## src/pkg/tpmr_pkg.sv

```systemverilog
/*
   Constants, field positions and carrier types for the management register
   bank of the media (device 1) and coding (device 3) sublayers.
   Assumes one core clock and that the management bus pins are sampled there.
*/
// What this block does
// - Forced mode: role bit picks leader/follower
// - Four-bit PHY type field, reset 0010
// - Transmit-off bit suppresses transmit output
// - High-swing bit picks 2.4 V or 1.0 V
// - Energy-saving enable writable; ability reads zero
// - Media loopback returns transmit onto receive
// - Media status read-only with ability bits
// - Test mode 000 normal, 011 leader idle
// - Mode 001 alternates; 010 ten up, ten down
// - Eleven-bit frequency offset limit, resets eight
// - Sixteen-bit follower echo gain, resets 0x400
// - Reading link status releases latched-low bits
// - Link status holds live plus latched pairs
// - Error power value is read-only
// - Self-clearing soft reset shared by both sublayers
// - Coding loopback returns transmit onto receive
// - Coding power-down mirrors media power-down
// - Coding presence reads 10, powerdown ability one
// - Devices-in-package read 0x8b and 0xc000
// - Registers stay reachable during power-down
// - Latched-low bit reads zero after any drop
// - Forced settings apply only without negotiation
package tpmr_pkg;

   // Extended device addresses
   localparam logic [4:0] DEV_MEDIA = 5'h01;
   localparam logic [4:0] DEV_CODING = 5'h03;

   // Management frame opcodes and layout
   localparam logic [1:0] OP_ADDR = 2'h0;
   localparam logic [1:0] OP_WRITE = 2'h1;
   localparam logic [1:0] OP_READ_INC = 2'h2;
   localparam logic [1:0] OP_READ = 2'h3;
   localparam logic [5:0] PREAMBLE_MIN = 6'h20;
   localparam logic [4:0] IDX_HDR_LAST = 5'h0d;
   localparam logic [4:0] IDX_TA_DRIVE = 5'h0e;
   localparam logic [4:0] IDX_DATA_FIRST = 5'h10;
   localparam logic [4:0] IDX_LAST = 5'h1f;

   // Media sublayer offsets
   localparam logic [15:0] OFS_MEDIA_CTL_ONE = 16'h0000;
   localparam logic [15:0] OFS_SINGLE_PAIR_CTL = 16'h0834;
   localparam logic [15:0] OFS_LR_MEDIA_CTL = 16'h08f6;
   localparam logic [15:0] OFS_LR_MEDIA_STAT = 16'h08f7;
   localparam logic [15:0] OFS_TX_TEST_CTL = 16'h08f8;
   localparam logic [15:0] OFS_FREQ_OFS_THR = 16'h8015;
   localparam logic [15:0] OFS_ECHO_GAIN = 16'h81e7;
   localparam logic [15:0] OFS_LINK_STAT = 16'h8302;
   localparam logic [15:0] OFS_MSE = 16'h830b;
   // Coding sublayer offsets
   localparam logic [15:0] OFS_CODING_CTL_ONE = 16'h0000;
   localparam logic [15:0] OFS_CODING_STAT_ONE = 16'h0001;
   localparam logic [15:0] OFS_DEVS_LO = 16'h0005;
   localparam logic [15:0] OFS_DEVS_HI = 16'h0006;
   localparam logic [15:0] OFS_CODING_STAT_TWO = 16'h0008;
   localparam logic [15:0] OFS_LR_CODING_CTL = 16'h08e6;

   // Field positions
   localparam int B_SOFT_RESET = 15;
   localparam int B_LEADER = 14;
   localparam int B_TX_OFF = 14;
   localparam int B_CODING_LOOP = 14;
   localparam int B_HIGH_SWING = 12;
   localparam int B_POWERDOWN = 11;
   localparam int B_ENERGY = 10;
   localparam int B_MEDIA_LOOP = 0;
   localparam int B_PATTERN_LO = 13;

   // Fixed read values and reset values
   localparam logic [15:0] SP_CTL_FIXED = 16'h8000;
   localparam logic [15:0] LR_STAT_FIXED = 16'h2800;
   localparam int B_HS_ABLE = 12;
   localparam logic [15:0] CODING_STAT_ONE_VAL = 16'h0002;
   localparam logic [15:0] DEVS_LO_VAL = 16'h008b;
   localparam logic [15:0] DEVS_HI_VAL = 16'hc000;
   localparam logic [15:0] CODING_STAT_TWO_VAL = 16'h8000;
   localparam logic [3:0] PHY_TYPE_RST = 4'h2;
   localparam logic [10:0] FREQ_THR_RST = 11'h008;
   localparam logic [15:0] ECHO_GAIN_RST = 16'h0400;

   // Test patterns and symbol codes
   localparam logic [2:0] PAT_NORMAL = 3'h0;
   localparam logic [2:0] PAT_ALTERNATE = 3'h1;
   localparam logic [2:0] PAT_DROOP = 3'h2;
   localparam logic [2:0] PAT_IDLE_LEADER = 3'h3;
   localparam logic [4:0] DROOP_HALF = 5'h0a;
   localparam logic [4:0] DROOP_LEN = 5'h14;
   localparam logic [1:0] SYM_ZERO = 2'h0;
   localparam logic [1:0] SYM_POS = 2'h1;
   localparam logic [1:0] SYM_NEG = 2'h3;

   // Pin straps, caught during reset
   typedef struct packed {
      logic [4:0] phy_address;
      logic leader;
      logic high_swing;
      logic powerdown;
   } tpmr_strap_t;

   // Live conditions from the datapath
   typedef struct packed {
      logic far_receiver_ok;
      logic near_receiver_ok;
      logic descrambler_locked;
      logic link_good;
   } tpmr_live_t;

   // Settings that steer the datapath
   typedef struct packed {
      logic forced_mode;
      logic forced_leader_select;
      logic [3:0] single_pair_phy_type;
      logic high_swing_select;
      logic tx_output_off;
      logic energy_saving_enable;
      logic media_loopback_on;
      logic coding_loopback_on;
      logic powerdown;
      logic [2:0] tx_pattern_select;
      logic [10:0] freq_offset_limit;
      logic [15:0] follower_echo_gain;
   } tpmr_cfg_t;

   typedef enum logic {FR_PREAMBLE, FR_BODY} tpmr_frame_t;

endpackage

```

## src/logic/tpmr_regs.sv

```systemverilog
/*
   Management register bank with its two-wire management slave (extended
   addressing), latched-low link status and transmitter test patterns.
   Assumes the management clock and data pins arrive asynchronously, and
   that live status, error power and the symbol tick come from core_clk.
*/
`timescale 1ns/1ns
module tpmr_regs (
   input wire logic core_clk,
   input wire logic resetn,
   input wire logic ce,
   input wire logic mdc,
   input wire logic mdio_in,
   output logic mdio_out,
   output logic mdio_oe_n,
   input wire tpmr_pkg::tpmr_strap_t strap,
   input wire logic negotiation_enable,
   input wire tpmr_pkg::tpmr_live_t live,
   input wire logic [15:0] error_power_value,
   input wire logic sym_tick,
   output tpmr_pkg::tpmr_cfg_t cfg,
   output logic soft_reset,
   output logic tx_drive_enable,
   output logic [1:0] test_sym,
   output logic test_sym_valid
);
   import tpmr_pkg::*;

   // Whole state of the block in one word
   typedef struct packed {
      logic [2:0] mdc_sync;     // Pin synchroniser, [0] first
      logic [2:0] mdio_sync;
      logic mdc_lvl;            // Filtered levels
      logic mdio_lvl;
      tpmr_frame_t frame;
      logic [5:0] pre_cnt;      // Ones seen in preamble
      logic [4:0] bit_idx;      // Bit position after preamble
      logic [11:0] hdr;         // Opcode, port, device
      logic hit;                // Frame is for us
      logic [15:0] shr;         // Incoming data
      logic [15:0] shout;       // Outgoing read data
      logic mdo;
      logic oe_n;
      logic [15:0] addr_media;
      logic [15:0] addr_coding;
      tpmr_strap_t strap;       // Straps caught in reset
      tpmr_cfg_t cfg;
      logic [3:0] ll;           // Latched-low copies
      logic soft_reset;
      logic tx_en;
      logic [4:0] sym_cnt;
      logic [1:0] sym;
      logic sym_act;
   } tpmr_state_t;

   tpmr_state_t st;
   tpmr_state_t next_st;
   tpmr_state_t rst_st;
   logic [3:0] live_vec;
   logic mdc_new;
   logic mdio_new;
   logic rise;
   logic [11:0] hdr_full;
   logic [15:0] wdata;
   logic [15:0] waddr;
   logic release_ll;

   assign live_vec = live;

   // Settings after reset or soft reset, straps included
   function automatic tpmr_cfg_t cfg_default(input tpmr_strap_t s);
      tpmr_cfg_t c;
      c = '0;
      c.forced_leader_select = s.leader;
      c.single_pair_phy_type = PHY_TYPE_RST;
      c.high_swing_select = s.high_swing;
      c.powerdown = s.powerdown;
      c.freq_offset_limit = FREQ_THR_RST;
      c.follower_echo_gain = ECHO_GAIN_RST;
      return c;
   endfunction

   // Read multiplexer; unmapped addresses read zero
   function automatic logic [15:0] rd_val(input logic [4:0] dev, input logic [15:0] a,
                                          input tpmr_state_t s, input logic [3:0] lv,
                                          input logic [15:0] mse);
      logic [15:0] v;
      v = '0;
      if (dev == DEV_MEDIA) begin
         unique case (a)
            OFS_MEDIA_CTL_ONE: v[B_POWERDOWN] = s.cfg.powerdown;
            OFS_SINGLE_PAIR_CTL: begin
               v = SP_CTL_FIXED;
               v[B_LEADER] = s.cfg.forced_leader_select;
               v[3:0] = s.cfg.single_pair_phy_type;
            end
            OFS_LR_MEDIA_CTL: begin
               v[B_TX_OFF] = s.cfg.tx_output_off;
               v[B_HIGH_SWING] = s.cfg.high_swing_select;
               v[B_ENERGY] = s.cfg.energy_saving_enable;
               v[B_MEDIA_LOOP] = s.cfg.media_loopback_on;
            end
            // Ability bits fixed, high swing from strap
            OFS_LR_MEDIA_STAT: begin
               v = LR_STAT_FIXED;
               v[B_HS_ABLE] = s.strap.high_swing;
            end
            OFS_TX_TEST_CTL: v[15:B_PATTERN_LO] = s.cfg.tx_pattern_select;
            OFS_FREQ_OFS_THR: v[10:0] = s.cfg.freq_offset_limit;
            OFS_ECHO_GAIN: v = s.cfg.follower_echo_gain;
            // Live and latched pairs
            OFS_LINK_STAT: v[9:0] = {s.ll[3], lv[3], s.ll[2], lv[2],
                                     s.ll[1], lv[1], 2'b00, s.ll[0], lv[0]};
            OFS_MSE: v = mse;
            OFS_DEVS_LO: v = DEVS_LO_VAL;
            OFS_DEVS_HI: v = DEVS_HI_VAL;
            default: v = '0;
         endcase
      end else begin
         unique case (a)
            OFS_CODING_CTL_ONE: begin
               v[B_CODING_LOOP] = s.cfg.coding_loopback_on;
               v[B_POWERDOWN] = s.cfg.powerdown;
            end
            OFS_CODING_STAT_ONE: v = CODING_STAT_ONE_VAL;
            OFS_DEVS_LO: v = DEVS_LO_VAL;
            OFS_DEVS_HI: v = DEVS_HI_VAL;
            OFS_CODING_STAT_TWO: v = CODING_STAT_TWO_VAL;
            default: v = '0;
         endcase
      end
      return v;
   endfunction

   // Reset image: straps caught while reset is held
   always_comb begin
      rst_st = '0;
      rst_st.frame = FR_PREAMBLE;
      rst_st.mdc_lvl = 1'b1;
      rst_st.mdio_lvl = 1'b1;
      rst_st.mdo = 1'b1;
      rst_st.oe_n = 1'b1;
      rst_st.strap = strap;
      rst_st.cfg = cfg_default(strap);
      rst_st.cfg.forced_mode = 1'b0;
   end

   // Next-state logic for the whole block
   always_comb begin
      next_st = st;
      release_ll = 1'b0;
      hdr_full = {st.hdr[10:0], st.mdio_lvl};
      wdata = {st.shr[14:0], st.mdio_lvl};
      waddr = (st.hdr[4:0] == DEV_MEDIA) ? st.addr_media : st.addr_coding;
      // Level changes count once second and third stage agree
      next_st.mdc_sync = {st.mdc_sync[1:0], mdc};
      next_st.mdio_sync = {st.mdio_sync[1:0], mdio_in};
      mdc_new = (st.mdc_sync[1] == st.mdc_sync[2]) ? st.mdc_sync[2] : st.mdc_lvl;
      mdio_new = (st.mdio_sync[1] == st.mdio_sync[2]) ? st.mdio_sync[2] : st.mdio_lvl;
      next_st.mdc_lvl = mdc_new;
      next_st.mdio_lvl = mdio_new;
      rise = mdc_new & ~st.mdc_lvl;
      hdr_full[0] = mdio_new;
      wdata[0] = mdio_new;
      next_st.soft_reset = 1'b0;
      // A drop clears the latched copy at once
      next_st.ll = st.ll & live_vec;
      // Forced settings only count without negotiation
      next_st.cfg.forced_mode = ~negotiation_enable;
      // Management frame, one bit per rising edge of mdc
      if (rise) begin
         unique case (st.frame)
            FR_PREAMBLE: begin
               if (mdio_new) begin
                  if (st.pre_cnt != 6'h3f) begin
                     next_st.pre_cnt = st.pre_cnt + 6'h01;
                  end
               end else begin
                  // First start bit after a full preamble
                  if (st.pre_cnt >= PREAMBLE_MIN) begin
                     next_st.frame = FR_BODY;
                     next_st.bit_idx = 5'h01;
                  end
                  next_st.pre_cnt = '0;
               end
            end
            FR_BODY: begin
               next_st.bit_idx = st.bit_idx + 5'h01;
               if (st.bit_idx == 5'h01 && mdio_new) begin
                  // Short-form frame: not ours, wait for preamble
                  next_st.frame = FR_PREAMBLE;
               end else if (st.bit_idx >= 5'h02 && st.bit_idx <= IDX_HDR_LAST) begin
                  next_st.hdr = hdr_full;
               end
               // Header complete: decide and fetch read data
               if (st.bit_idx == IDX_HDR_LAST) begin
                  next_st.hit = hdr_full[9:5] == st.strap.phy_address &&
                                (hdr_full[4:0] == DEV_MEDIA ||
                                 hdr_full[4:0] == DEV_CODING);
                  waddr = (hdr_full[4:0] == DEV_MEDIA) ? st.addr_media : st.addr_coding;
                  if (next_st.hit && hdr_full[11]) begin
                     // Reads answer in power-down as well
                     next_st.shout = rd_val(hdr_full[4:0], waddr, st,
                                            live_vec, error_power_value);
                     if (hdr_full[4:0] == DEV_MEDIA && waddr == OFS_LINK_STAT) begin
                        release_ll = 1'b1;
                        next_st.ll = live_vec;
                     end
                     if (hdr_full[11:10] == OP_READ_INC) begin
                        if (hdr_full[4:0] == DEV_MEDIA) begin
                           next_st.addr_media = st.addr_media + 16'h0001;
                        end else begin
                           next_st.addr_coding = st.addr_coding + 16'h0001;
                        end
                     end
                  end
               end
               // Second turnaround bit driven low on reads
               if (st.bit_idx == IDX_TA_DRIVE && st.hit && st.hdr[11]) begin
                  next_st.oe_n = 1'b0;
                  next_st.mdo = 1'b0;
               end
               if (st.bit_idx > IDX_TA_DRIVE && st.bit_idx < IDX_LAST && st.hit &&
                   st.hdr[11]) begin
                  next_st.mdo = st.shout[15];
                  next_st.shout = {st.shout[14:0], 1'b0};
               end
               if (st.bit_idx >= IDX_DATA_FIRST) begin
                  next_st.shr = wdata;
               end
               // End of frame: release pin, apply write or address
               if (st.bit_idx == IDX_LAST) begin
                  next_st.oe_n = 1'b1;
                  next_st.mdo = 1'b1;
                  next_st.frame = FR_PREAMBLE;
                  next_st.pre_cnt = '0;
                  if (st.hit && st.hdr[11:10] == OP_ADDR) begin
                     if (st.hdr[4:0] == DEV_MEDIA) begin
                        next_st.addr_media = wdata;
                     end else begin
                        next_st.addr_coding = wdata;
                     end
                  end else if (st.hit && st.hdr[11:10] == OP_WRITE) begin
                     if (st.hdr[4:0] == DEV_MEDIA) begin
                        unique case (waddr)
                           OFS_MEDIA_CTL_ONE: begin
                              next_st.soft_reset = wdata[B_SOFT_RESET];
                              next_st.cfg.powerdown = wdata[B_POWERDOWN];
                           end
                           OFS_SINGLE_PAIR_CTL: begin
                              next_st.cfg.forced_leader_select = wdata[B_LEADER];
                              next_st.cfg.single_pair_phy_type = wdata[3:0];
                           end
                           OFS_LR_MEDIA_CTL: begin
                              next_st.cfg.tx_output_off = wdata[B_TX_OFF];
                              next_st.cfg.high_swing_select = wdata[B_HIGH_SWING];
                              next_st.cfg.energy_saving_enable = wdata[B_ENERGY];
                              next_st.cfg.media_loopback_on = wdata[B_MEDIA_LOOP];
                           end
                           OFS_TX_TEST_CTL: begin
                              next_st.cfg.tx_pattern_select = wdata[15:B_PATTERN_LO];
                           end
                           OFS_FREQ_OFS_THR: next_st.cfg.freq_offset_limit = wdata[10:0];
                           OFS_ECHO_GAIN: next_st.cfg.follower_echo_gain = wdata;
                           // Read-only or unmapped: write ignored, forced_mode still tracks
                           default: next_st.soft_reset = 1'b0;
                        endcase
                     end else if (waddr == OFS_CODING_CTL_ONE) begin
                        // Same soft reset and power-down as the media side
                        next_st.soft_reset = wdata[B_SOFT_RESET];
                        next_st.cfg.coding_loopback_on = wdata[B_CODING_LOOP];
                        next_st.cfg.powerdown = wdata[B_POWERDOWN];
                     end
                  end
               end
            end
         endcase
      end
      // Soft reset restores settings one cycle after the write
      if (st.soft_reset) begin
         next_st.cfg = cfg_default(st.strap);
         next_st.cfg.forced_mode = ~negotiation_enable;
      end
      // Transmit output gated by transmit-off and power-down
      next_st.tx_en = ~st.cfg.tx_output_off & ~st.cfg.powerdown;
      // Test symbols, one per symbol tick
      if (sym_tick) begin
         unique case (st.cfg.tx_pattern_select)
            PAT_ALTERNATE: begin
               next_st.sym = (st.sym == SYM_POS) ? SYM_NEG : SYM_POS;
               next_st.sym_act = 1'b1;
               next_st.sym_cnt = '0;
            end
            PAT_DROOP: begin
               next_st.sym = (st.sym_cnt < DROOP_HALF) ? SYM_POS : SYM_NEG;
               next_st.sym_act = 1'b1;
               next_st.sym_cnt = (st.sym_cnt == DROOP_LEN - 5'h01) ? '0 :
                                 st.sym_cnt + 5'h01;
            end
            default: begin
               // Normal and idle-leader modes use the datapath
               next_st.sym = SYM_ZERO;
               next_st.sym_act = 1'b0;
               next_st.sym_cnt = '0;
            end
         endcase
      end
   end

   // Single state register, frozen while ce is low
   always_ff @(posedge core_clk) begin
      if (!resetn) begin
         st <= rst_st;
      end else if (ce) begin
         st <= next_st;
      end
   end

   // Outputs straight from state
   assign mdio_out = st.mdo;
   assign mdio_oe_n = st.oe_n;
   assign cfg = st.cfg;
   assign soft_reset = st.soft_reset;
   assign tx_drive_enable = st.tx_en;
   assign test_sym = st.sym;
   assign test_sym_valid = st.sym_act;

   // Checks next to the logic
   property p_reset_type;
      @(posedge core_clk) disable iff (!resetn)
      ($rose(resetn) && $past(ce)) |-> cfg.single_pair_phy_type == 4'h2 &&
                                        cfg.freq_offset_limit == 11'h008 &&
                                        cfg.follower_echo_gain == 16'h0400;
   endproperty
   a_reset_type: assert property (p_reset_type) else $error("bad reset values");

   property p_tx_off;
      @(posedge core_clk) disable iff (!resetn)
      (cfg.tx_output_off && ce) |=> !tx_drive_enable;
   endproperty
   a_tx_off: assert property (p_tx_off) else $error("tx not suppressed");

   property p_ll_drop;
      @(posedge core_clk) disable iff (!resetn)
      (!live.link_good && ce) |=> !st.ll[0];
   endproperty
   a_ll_drop: assert property (p_ll_drop) else $error("latched bit kept");

   property p_release;
      @(posedge core_clk) disable iff (!resetn)
      (release_ll && ce) |=> st.ll == $past(live_vec);
   endproperty
   a_release: assert property (p_release) else $error("release not reloaded");

   property p_srst_pulse;
      @(posedge core_clk) disable iff (!resetn)
      (soft_reset && ce) |=> !soft_reset && cfg.single_pair_phy_type == 4'h2;
   endproperty
   a_srst_pulse: assert property (p_srst_pulse) else $error("soft reset stuck");

   property p_forced;
      @(posedge core_clk) disable iff (!resetn)
      (negotiation_enable && ce) |=> !cfg.forced_mode;
   endproperty
   a_forced: assert property (p_forced) else $error("forced while negotiating");

   property p_droop_len;
      @(posedge core_clk) disable iff (!resetn)
      st.sym_cnt < 5'd20;
   endproperty
   a_droop_len: assert property (p_droop_len) else $error("droop count overrun");

   property p_alternate;
      @(posedge core_clk) disable iff (!resetn)
      (sym_tick && ce && test_sym_valid && cfg.tx_pattern_select == 3'h1)
         |=> test_sym != $past(test_sym);
   endproperty
   a_alternate: assert property (p_alternate) else $error("no alternation");

   property p_normal;
      @(posedge core_clk) disable iff (!resetn)
      (sym_tick && ce && cfg.tx_pattern_select == 3'h0) |=> !test_sym_valid;
   endproperty
   a_normal: assert property (p_normal) else $error("pattern in normal mode");

   property p_drive_in_frame;
      @(posedge core_clk) disable iff (!resetn)
      !mdio_oe_n |-> st.frame == FR_BODY && st.hit && st.hdr[11];
   endproperty
   a_drive_in_frame: assert property (p_drive_in_frame) else $error("stray drive");

   c_read: cover property (@(posedge core_clk) disable iff (!resetn) $fell(mdio_oe_n));
   c_write: cover property (@(posedge core_clk) disable iff (!resetn) $rose(soft_reset));
   c_release: cover property (@(posedge core_clk) disable iff (!resetn) release_ll);
   c_droop: cover property (@(posedge core_clk) disable iff (!resetn)
                            st.sym_cnt == 5'd19);

endmodule

```

## config.mk

```make
export PLATFORM = sky130hd
export DESIGN_NAME = tpmr_regs
export DESIGN_NICKNAME = d
export VERILOG_FILES = /design/src/pkg/tpmr_pkg.sv /design/src/logic/tpmr_regs.sv
export SDC_FILE = /design/constraint.sdc
export NUM_CORES = 1
export LEC_CHECK = 0
export BUFFER_PORTS_ARGS = -buffer_cell sky130_fd_sc_hd__buf_4
export CORE_UTILIZATION = 55
export DETAILED_ROUTE_END_ITERATION = 12
export PLACE_DENSITY = 0.77
export SKIP_CTS_REPAIR_TIMING = 1
export SLEW_MARGIN = 10
export SYNTH_ARGS = -nofsm -noshare
export SYNTH_HDL_FRONTEND = slang
export SYNTH_SLANG_ARGS = --single-unit
```

## constraint.sdc

```tcl
create_clock -name core_clk -period 2.6 [get_ports core_clk]
set_input_delay 0 -clock core_clk [delete_from_list [all_inputs] [get_ports core_clk]]
set_output_delay 0 -clock core_clk [all_outputs]
set_load 0.005 [all_outputs]
```

# Word level (Yosys, flattened, before mapping)
# Index checks and enable logic that the tools add are counted.
# Widths: inputs -> output; s select.
[word_totals]
regBits = 163
elab_cells = 234
[op_classes]
addsub = 5
magnitude_cmp = 7
eq_ne = 50
muxes = 73
bitwise_logic = 9
n_reduce_logical = 53
[op_table]
columns = ["cell", "n"]
rows = [
  ["$mux 16", 13],
  ["$mux 41", 4],
  ["$mux 32", 4],
  ["$eq 16x12->1 const B", 7],
  ["$eq 16x16->1 const B", 6],
  ["$mux 46", 2],
  ["$mux 64", 1],
  ["$reduce_and 8->1", 8],
  ["$mux 56", 1],
  ["$pmux 9 s6", 1],
  ["$mux 34", 1],
  ["$add 16x1->16 const B", 2],
  ["$eq 16x3->1 const B", 2],
  ["$logic_not 16->1", 2],
  ["$pmux 8 s2", 2],
  ["$mux 30", 1],
  ["$reduce_bool 2->1", 14],
  ["$ne 3x1->1 const B", 8],
  ["$pmux 12 s2", 1],
  ["$reduce_and 4->1", 6],
  ["$mux 5", 4],
  ["$pmux 1 s4", 5],
  ["$mux 17", 1],
  ["$eq 16x1->1 const B", 1],
  ["other kinds (48)", 100],
]

# Longest topological paths before layout
# Gate-level depths: netlist (run 1).
[depth]
ltp_word = 18
depth_mapped = 10
ltp_nobuf = 9

# Worst setup path before layout (run 1)
# OpenSTA, ideal clock, no wires.
[synth_path]
path_type = "register to register"
startpoint = "register st[144] in the netlist's numbering"
endpoint = "register st, in the netlist cfg[35], enable pin"
setup_time_ps = 296
t_arrival_ps = 2335
slack_ps = -30
path_stages_with_launch = 11
n_path_buf = 2
synth_period_minus_slack_ps = 2630
path_cell_list = "dfxtp_1 -> inv_1 -> ha_1 -> and4b_1 -> buf_2 -> and3_4 -> or3_1 -> a221oi_2 -> and3_1 -> clkbuf_1 -> nand2b_1"
[synth_between]
elab_chain_cells = 7
[synth_rtl]
columns = ["element", "line_no", "text"]
rows = [
  ["from (decl)", "tpmr_regs.sv:56", "tpmr_state_t st;"],
  ["from (signal assigned)", "tpmr_regs.sv:313", "st <= rst_st;"],
  ["from (signal assigned)", "tpmr_regs.sv:315", "st <= next_st;"],
  ["$eq 5x4->1", "tpmr_regs.sv:196", "if (st.bit_idx == IDX_HDR_LAST) begin"],
  ["$mux 16", "tpmr_regs.sv:196", ""],
  ["$mux 16", "tpmr_regs.sv:172", "unique case (st.frame)"],
  ["$mux 16", "tpmr_regs.sv:171", "if (rise) begin"],
  ["$eq 16x12->1", "tpmr_regs.sv:245", "unique case (waddr)"],
  ["$ne 3x1->1 (no line)", "--", ""],
  ["$reduce_and 8->1 (no line) *", "--", ""],
]
# Mark *: on every way between the ends. The rest lies on a longest branch, timed or not. The select of a mux whose other input is x is not followed.
# A chain may end at the register's enable or synchronous reset.

# Worst setup path after layout (run 1)
[layout_path]
startpoint = "register st[74] in the netlist's numbering"
endpoint = "register st[98] in the netlist's numbering"
[layout_between]
elab_chain_cells = 7
[layout_rtl]
columns = ["element", "line_no", "text"]
rows = [
  ["$mux 16 *", "tpmr_regs.sv:200", "waddr = (hdr_full[4:0] == DEV_MEDIA) ? st.addr_media : st.addr_coding;"],
  ["$eq 16x3->1, or another cell as far along", "tpmr_regs.sv:90, tpmr_regs.sv:120", ""],
  ["$pmux 1 s7 or $pmux 8 s2 (tied branches)", "tpmr_regs.sv:90, tpmr_regs.sv:120", ""],
  ["$mux 16 *", "tpmr_regs.sv:89", "if (dev == DEV_MEDIA) begin"],
  ["$mux 16 *", "tpmr_regs.sv:201", "if (next_st.hit && hdr_full[11]) begin"],
  ["$mux 16 *", "tpmr_regs.sv:196", ""],
  ["$mux 17 *", "tpmr_regs.sv:223", "if (st.bit_idx > IDX_TA_DRIVE && st.bit_idx < IDX_LAST && st.hit &&"],
]
# Marks and branches as above.

==> results of run 1 <==
==> registers in the layout, summed over array words and instances (netlist names) <==
| name | cells |
|---|---|
| test_sym | 2 |
| next_st | 12 |
| st | 90 |
| cfg | 42 |
| mdio_out | 1 |
| soft_reset | 1 |
| hdr_full | 11 |
| tx_drive_enable | 1 |
| mdio_oe_n | 1 |
==> report_power, final <==
part	internal, mW	switching (mW)
clock	1.51	1.06
combinational	0.123	0.149
sequential	2.52	0.0181
==> routing by layer <==
metal | global-route usage | up-vias
li1 | - | 4466
met1 | 0.455 | 4560
met2 | 0.529 | 537
met3 | 0.0657 | 119
met4 | 0.199 | 0
met5 | 0 | -
==> cells in the final DEF, fill, tap and decap left out, drive strengths merged, types with 10 or more instances in the layout <==
cell / instances
a21boi: 11
nor4: 21
dfxtp: 150
nand4: 34
and3: 26
a31oi: 17
or3: 14
nor2: 92
and2: 13
nor3: 13
inv: 26
nand2: 167
clkbuf: 19
nor2b: 13
nand3: 36
edfxtp: 11
or4: 10
dlygate4sd3: 19
o21ai: 55
a22o: 14
and4b: 13
buf: 170
mux2i: 68
a21oi: 73
==> cells by family after synthesis <==
| family | after synthesis |
|---|---|
| AND/OR/NAND/NOR | 501 |
| AO/OA/AOI/OAI | 271 |
| adder cells (fa/ha/maj) | 10 |
| buffers and inverters | 156 |
| flip-flops | 161 |
| multiplexers | 76 |
| XOR/XNOR | 17 |
==> critical path: stages (launching register included) <==
cell       delay (ns)
dfxtp_1          0.32
or4_1            0.58
buf_4            0.18
nor4_1           0.44
nand4b_1         0.26
o221ai_1         0.25
a2111oi_0        0.11
o31ai_1          0.28
==> layout make-up <==
cell class | instances | area, um^2 | area share
Inverter | 25 | 93.8 | 0.00820
Timing Repair Buffer | 189 | 1530 | 0.134
Clock buffer | 19 | 433 | 0.0379
Clock inverter | 13 | 160 | 0.0140
Tap cell | 225 | 282 | 0.0246
Multi-Input combinational cell | 875 | 5600 | 0.489
Sequential cell | 161 | 3340 | 0.292
==> path summary, 6_finish.rpt <==
check | slack, ns | endpoint | depth (start not counted)
worst max-delay path | 0.08 | st[98] | 7
worst max register to register | 0.08 | st[98] | 7
worst min register to register | 0.48 | cfg[6] | 2
worst min-delay path | -0.008 | st[101] | 4
==> metrics by stage <==
step	instances	cell area, um^2	setup TNS, ns
final	1507	11400	0
after global routing	1507	11400	0
after CTS	1488	11200	-0.395
after detailed placement	1456	10600	-0.0145
after global placement	1456	10600	0
after floorplan	1192	9680	0
==> results.ini, run 1 <==
[run_status]
status=complete, but fails checks
violations=hold timing

[timing]
rsz0062_at_grt=false
fmax_mhz=396
setup_viol=0
relSlewSlack=0.494
tightest_slew_ns=0.759
worst_slack_ns=0.0751
skew_ns=0.0137
drv_slew=0
fin_crit_sh=0.971
period_needed_ns=2.52
timing.hold.ws_ns=-0.00788
final-hold-violation-count=1

[critical_path]
crit_arrival_ns=2.85
cp-startpoint=st[74]
startpoint_type=flop
critPathKind=flop to flop
path_max_fanout=5
cp.required_ns=2.92
cp-end-kind=flop
r2r-start=st[74]

[synth]
syn_nets=1236
synthSimpleGateAreaFrac=0.271
synth_top_cell_by_area=dfxtp_1
yosys-top-cells-count=nand2_1, dfxtp_1, nor2_1, a21oi_1, mux2i_1
synthFlopType=dfxtp_1
synth_edf_count=11
yosysSeqAreaShare=0.345
syn_area_per_cell_um2=8.12
ys_top_cells_by_area=dfxtp_1, mux2i_1, nand2_1
ys_seq_elements=161
syn_area_um2=9670
synth_top_area_frac=0.310
synth.area.mux_share=0.0810
synth_top_family_by_area=simple AND/OR/NAND/NOR gates
synth-xor-area-share=0.0154
ys_types=90
synth_cells=1192
ys_async_sr_fraction=0
synth_compound_area_frac=0.192
ys_warn_count=0
synth_adder_area_share=0.0127
synth_most_common_cell=nand2_1

[power]
p_leak_nw=4.53
ir_drop_v=0.000478
powerDensity_nw_per_um2=471
total_power_mw=5.39

[detailed_routing]
route.vias.total=9682
avgRoutedWirePerCell_um=20.7
wl_met3_mm=2.93
wl_met1_mm=12.4
top_layer=met4
drtAntennaViolNets=0
first_pass_iters=5
dr.first_iter.drc_count=1234
drc=0
avgViaCountPerCell=6.42
routed_wl_mm=31.3
wl_met2_mm=14.1

[job]
drv_cap=0

[cells_and_area]
antennaDiodeCount=0
nNetsFinal=1313
fill_cells=1362
final_util=0.664
drive_above_1_share=0.194
syn2layout_area_growth_pct=18.2

[cts]
clk_latency_ns=0.43
cts_tree=yes
cts_max_level=4
numCtsBuffers=17
cts-root-buf=clkbuf_16
clock-sinks=161
clockBufferDepth=2
path_clk_slew_ns=0.07

[floorplanning]
initial_core_util=0.561
fp.dieW_um=135
die_h_um=135
rows=48
core_um2=17200
io_pins=84
dieArea_um2=18100

[place]
dp.final_hpwl_mm=22.4
gp_congestion=1.06
port_buffers=83
dp_slack_ns=-0.00753

[min_path]
hp-class=input pin to flop
hold_start=error_power_value[3]

[global_routing]
grt_pass1_wl_mm=48.7
grt_max_degree=57
grt-ovfl-total=0
grt_pass1_vias=8771
grt_use_total=0.346
antenna_found_initial=0

No activity file was read; power rests on OpenSTA's default activity.
==> run 2, diff against run 1 <==
--- a/config.mk
+++ b/config.mk
@@ -5,7 +5,9 @@
 export SDC_FILE = /design/constraint.sdc
 export NUM_CORES = 1
 export LEC_CHECK = 0
+export ABC_AREA = 1
 export BUFFER_PORTS_ARGS = -buffer_cell sky130_fd_sc_hd__buf_4
+export CORE_ASPECT_RATIO = 0.75
 export CORE_UTILIZATION = 55
 export DETAILED_ROUTE_END_ITERATION = 12
 export PLACE_DENSITY = 0.77
==> results.ini, run 2 <==
[run_status]
status=complete, but fails checks
violations=hold timing

[global_routing]
grt_use_total=0.358
grt_pass1_wl_mm=51.0
antenna_found_initial=2
grt_pass1_vias=9455
grt-ovfl-total=0
grt_max_degree=54

[cts]
cts-root-buf=clkbuf_16
numCtsBuffers=17
clockBufferDepth=2
cts_max_level=4
clk_latency_ns=0.44
clock-sinks=161
path_clk_slew_ns=0.08
cts_tree=yes

[cells_and_area]
drive_above_1_share=0.165
syn2layout_area_growth_pct=18.3
largest_register=st
final_util=0.665
layout_commonest_cell=nand2_1
final_cell_mix=nand2_1, nor2_1, dfxtp_1
antennaDiodeCount=0
nNetsFinal=1653
largest_reg_flops=90

[synth]
ys_warn_count=0
ys_types=55
yosysSeqAreaShare=0.336
synthFlopType=dfxtp_1
ys_top_cells_by_area=dfxtp_1, nand2_1, a21oi_1
synth_top_area_frac=0.303
synth_cells=1535
syn_area_um2=9920
synth_top_cell_by_area=dfxtp_1
syn_nets=1579
yosys-top-cells-count=nand2_1, nor2_1, dfxtp_1, inv_1, a21oi_1
ys_seq_elements=161
ys_async_sr_fraction=0
synth_most_common_cell=nand2_1
synth_edf_count=11
syn_area_per_cell_um2=6.46

[floorplanning]
die_h_um=118
rows=42
fp.dieW_um=157
core_um2=17700
dieArea_um2=18600
io_pins=84
initial_core_util=0.562

[place]
port_buffers=83
dp_slack_ns=0.0116
gp_congestion=0.998
dp.final_hpwl_mm=24.8

[power]
powerDensity_nw_per_um2=480
total_power_mw=5.63
ir_drop_v=0.000314
p_leak_nw=4.90

[detailed_routing]
drtAntennaViolNets=0
drc=0
routed_wl_mm=33.8
avgViaCountPerCell=5.81
first_pass_iters=7
dr.first_iter.drc_count=1484
route.vias.total=10800
avgRoutedWirePerCell_um=18.1

[timing]
drv_slew=0
tightest_slew_ns=0.752
skew_ns=0.0125
setup_viol=0
fin_crit_sh=0.965
rsz0062_at_grt=true
timing.hold.ws_ns=-0.0284
relSlewSlack=0.498
period_needed_ns=2.51
worst_slack_ns=0.0912
fmax_mhz=399
final-hold-violation-count=6

[critical_path]
critPathKind=flop to flop
cp-end-kind=flop
crit_arrival_ns=2.67
cp.required_ns=2.77
path_max_fanout=15
startpoint_type=flop

[job]
drv_cap=0

[min_path]
hp-class=input pin to flop

-- run 2: cells by family (layout without fill, tap and decap cells) --
logic type | count (synthesis) | after routing | share of synthesized area
AOI/OAI and AO/OA | 344 | 344 | 0.188
xor gates and xnor gates | 12 | 12 | 0.0106
adders and majority gates | 9 | 9 | 0.0114
buffers and inverters | 268 | 353 | 0.127
DFF | 161 | 161 | 0.336
muxes | 1 | 1 | 0.00101
and+or+nand+nor | 740 | 742 | 0.326
-- run 2: layout make-up --
type                    count  area (um^2)
fillers                  1615         5920
clock inverters            15          211
multi-input cells        1108         5470
flip-flops and latches    161         3340
clock buffers              17          425
inverters                 158          634
repair buffers            163         1350
well taps                 242          303
-- run 2: power breakdown --
part           total (mW)  switching, mW  internal, mW
sequential           2.54         0.0192          2.52
clock                2.67           1.34          1.34
combinational       0.414          0.253         0.161
-- run 2: per-stage QoR --
| stage | cells | cell area (um^2) | TNS [ns] |
|---|---|---|---|
| floorplan | 1535 | 9920 | 0 |
| global placement | 1801 | 10600 | 0 |
| detailed placement | 1801 | 10600 | 0 |
| CTS | 1833 | 11200 | -0.0121 |
| global route | 1864 | 11700 | -0.0850 |
| finish | 1864 | 11700 | 0 |
-- run 2: metal layers --
| metal | routed length, um | track usage | vias to the layer above |
|---|---|---|---|
| met5 | 26 | 0 | - |
| met4 | 800 | 0.0989 | 4 |
| met3 | 4980 | 0.131 | 87 |
| met2 | 13700 | 0.497 | 640 |
| met1 | 14200 | 0.514 | 4936 |
| li1 | - | - | 5168 |
-- run 2: path summary, 6_finish.rpt --
path,startpoint,end,slack [ns],cells after the start
hold reg to reg,st[10],st[10],0.48,2
hold / removal,error_power_value[13],st[111],-0.03,5
setup / recovery,next_st[159],cfg[30],0.09,17
setup reg to reg,next_st[159],cfg[30],0.09,17
-- run 2: critical path, cell delays in order, from the launching register on --
cell       delay, ns
dfxtp_2         0.35
inv_1           0.07
nand2_1         0.09
nand3_2         0.12
nor2_4          0.17
buf_4           0.15
clkbuf_16       0.17
nand2_1         0.08
o21ai_2         0.09
nand2_1         0.10
o21ai_2         0.09
buf_4           0.14
nand3b_1        0.08
nor2_1          0.11
nand2_1         0.16
nand2_2         0.12
nand2_1         0.08
nand2_1         0.07
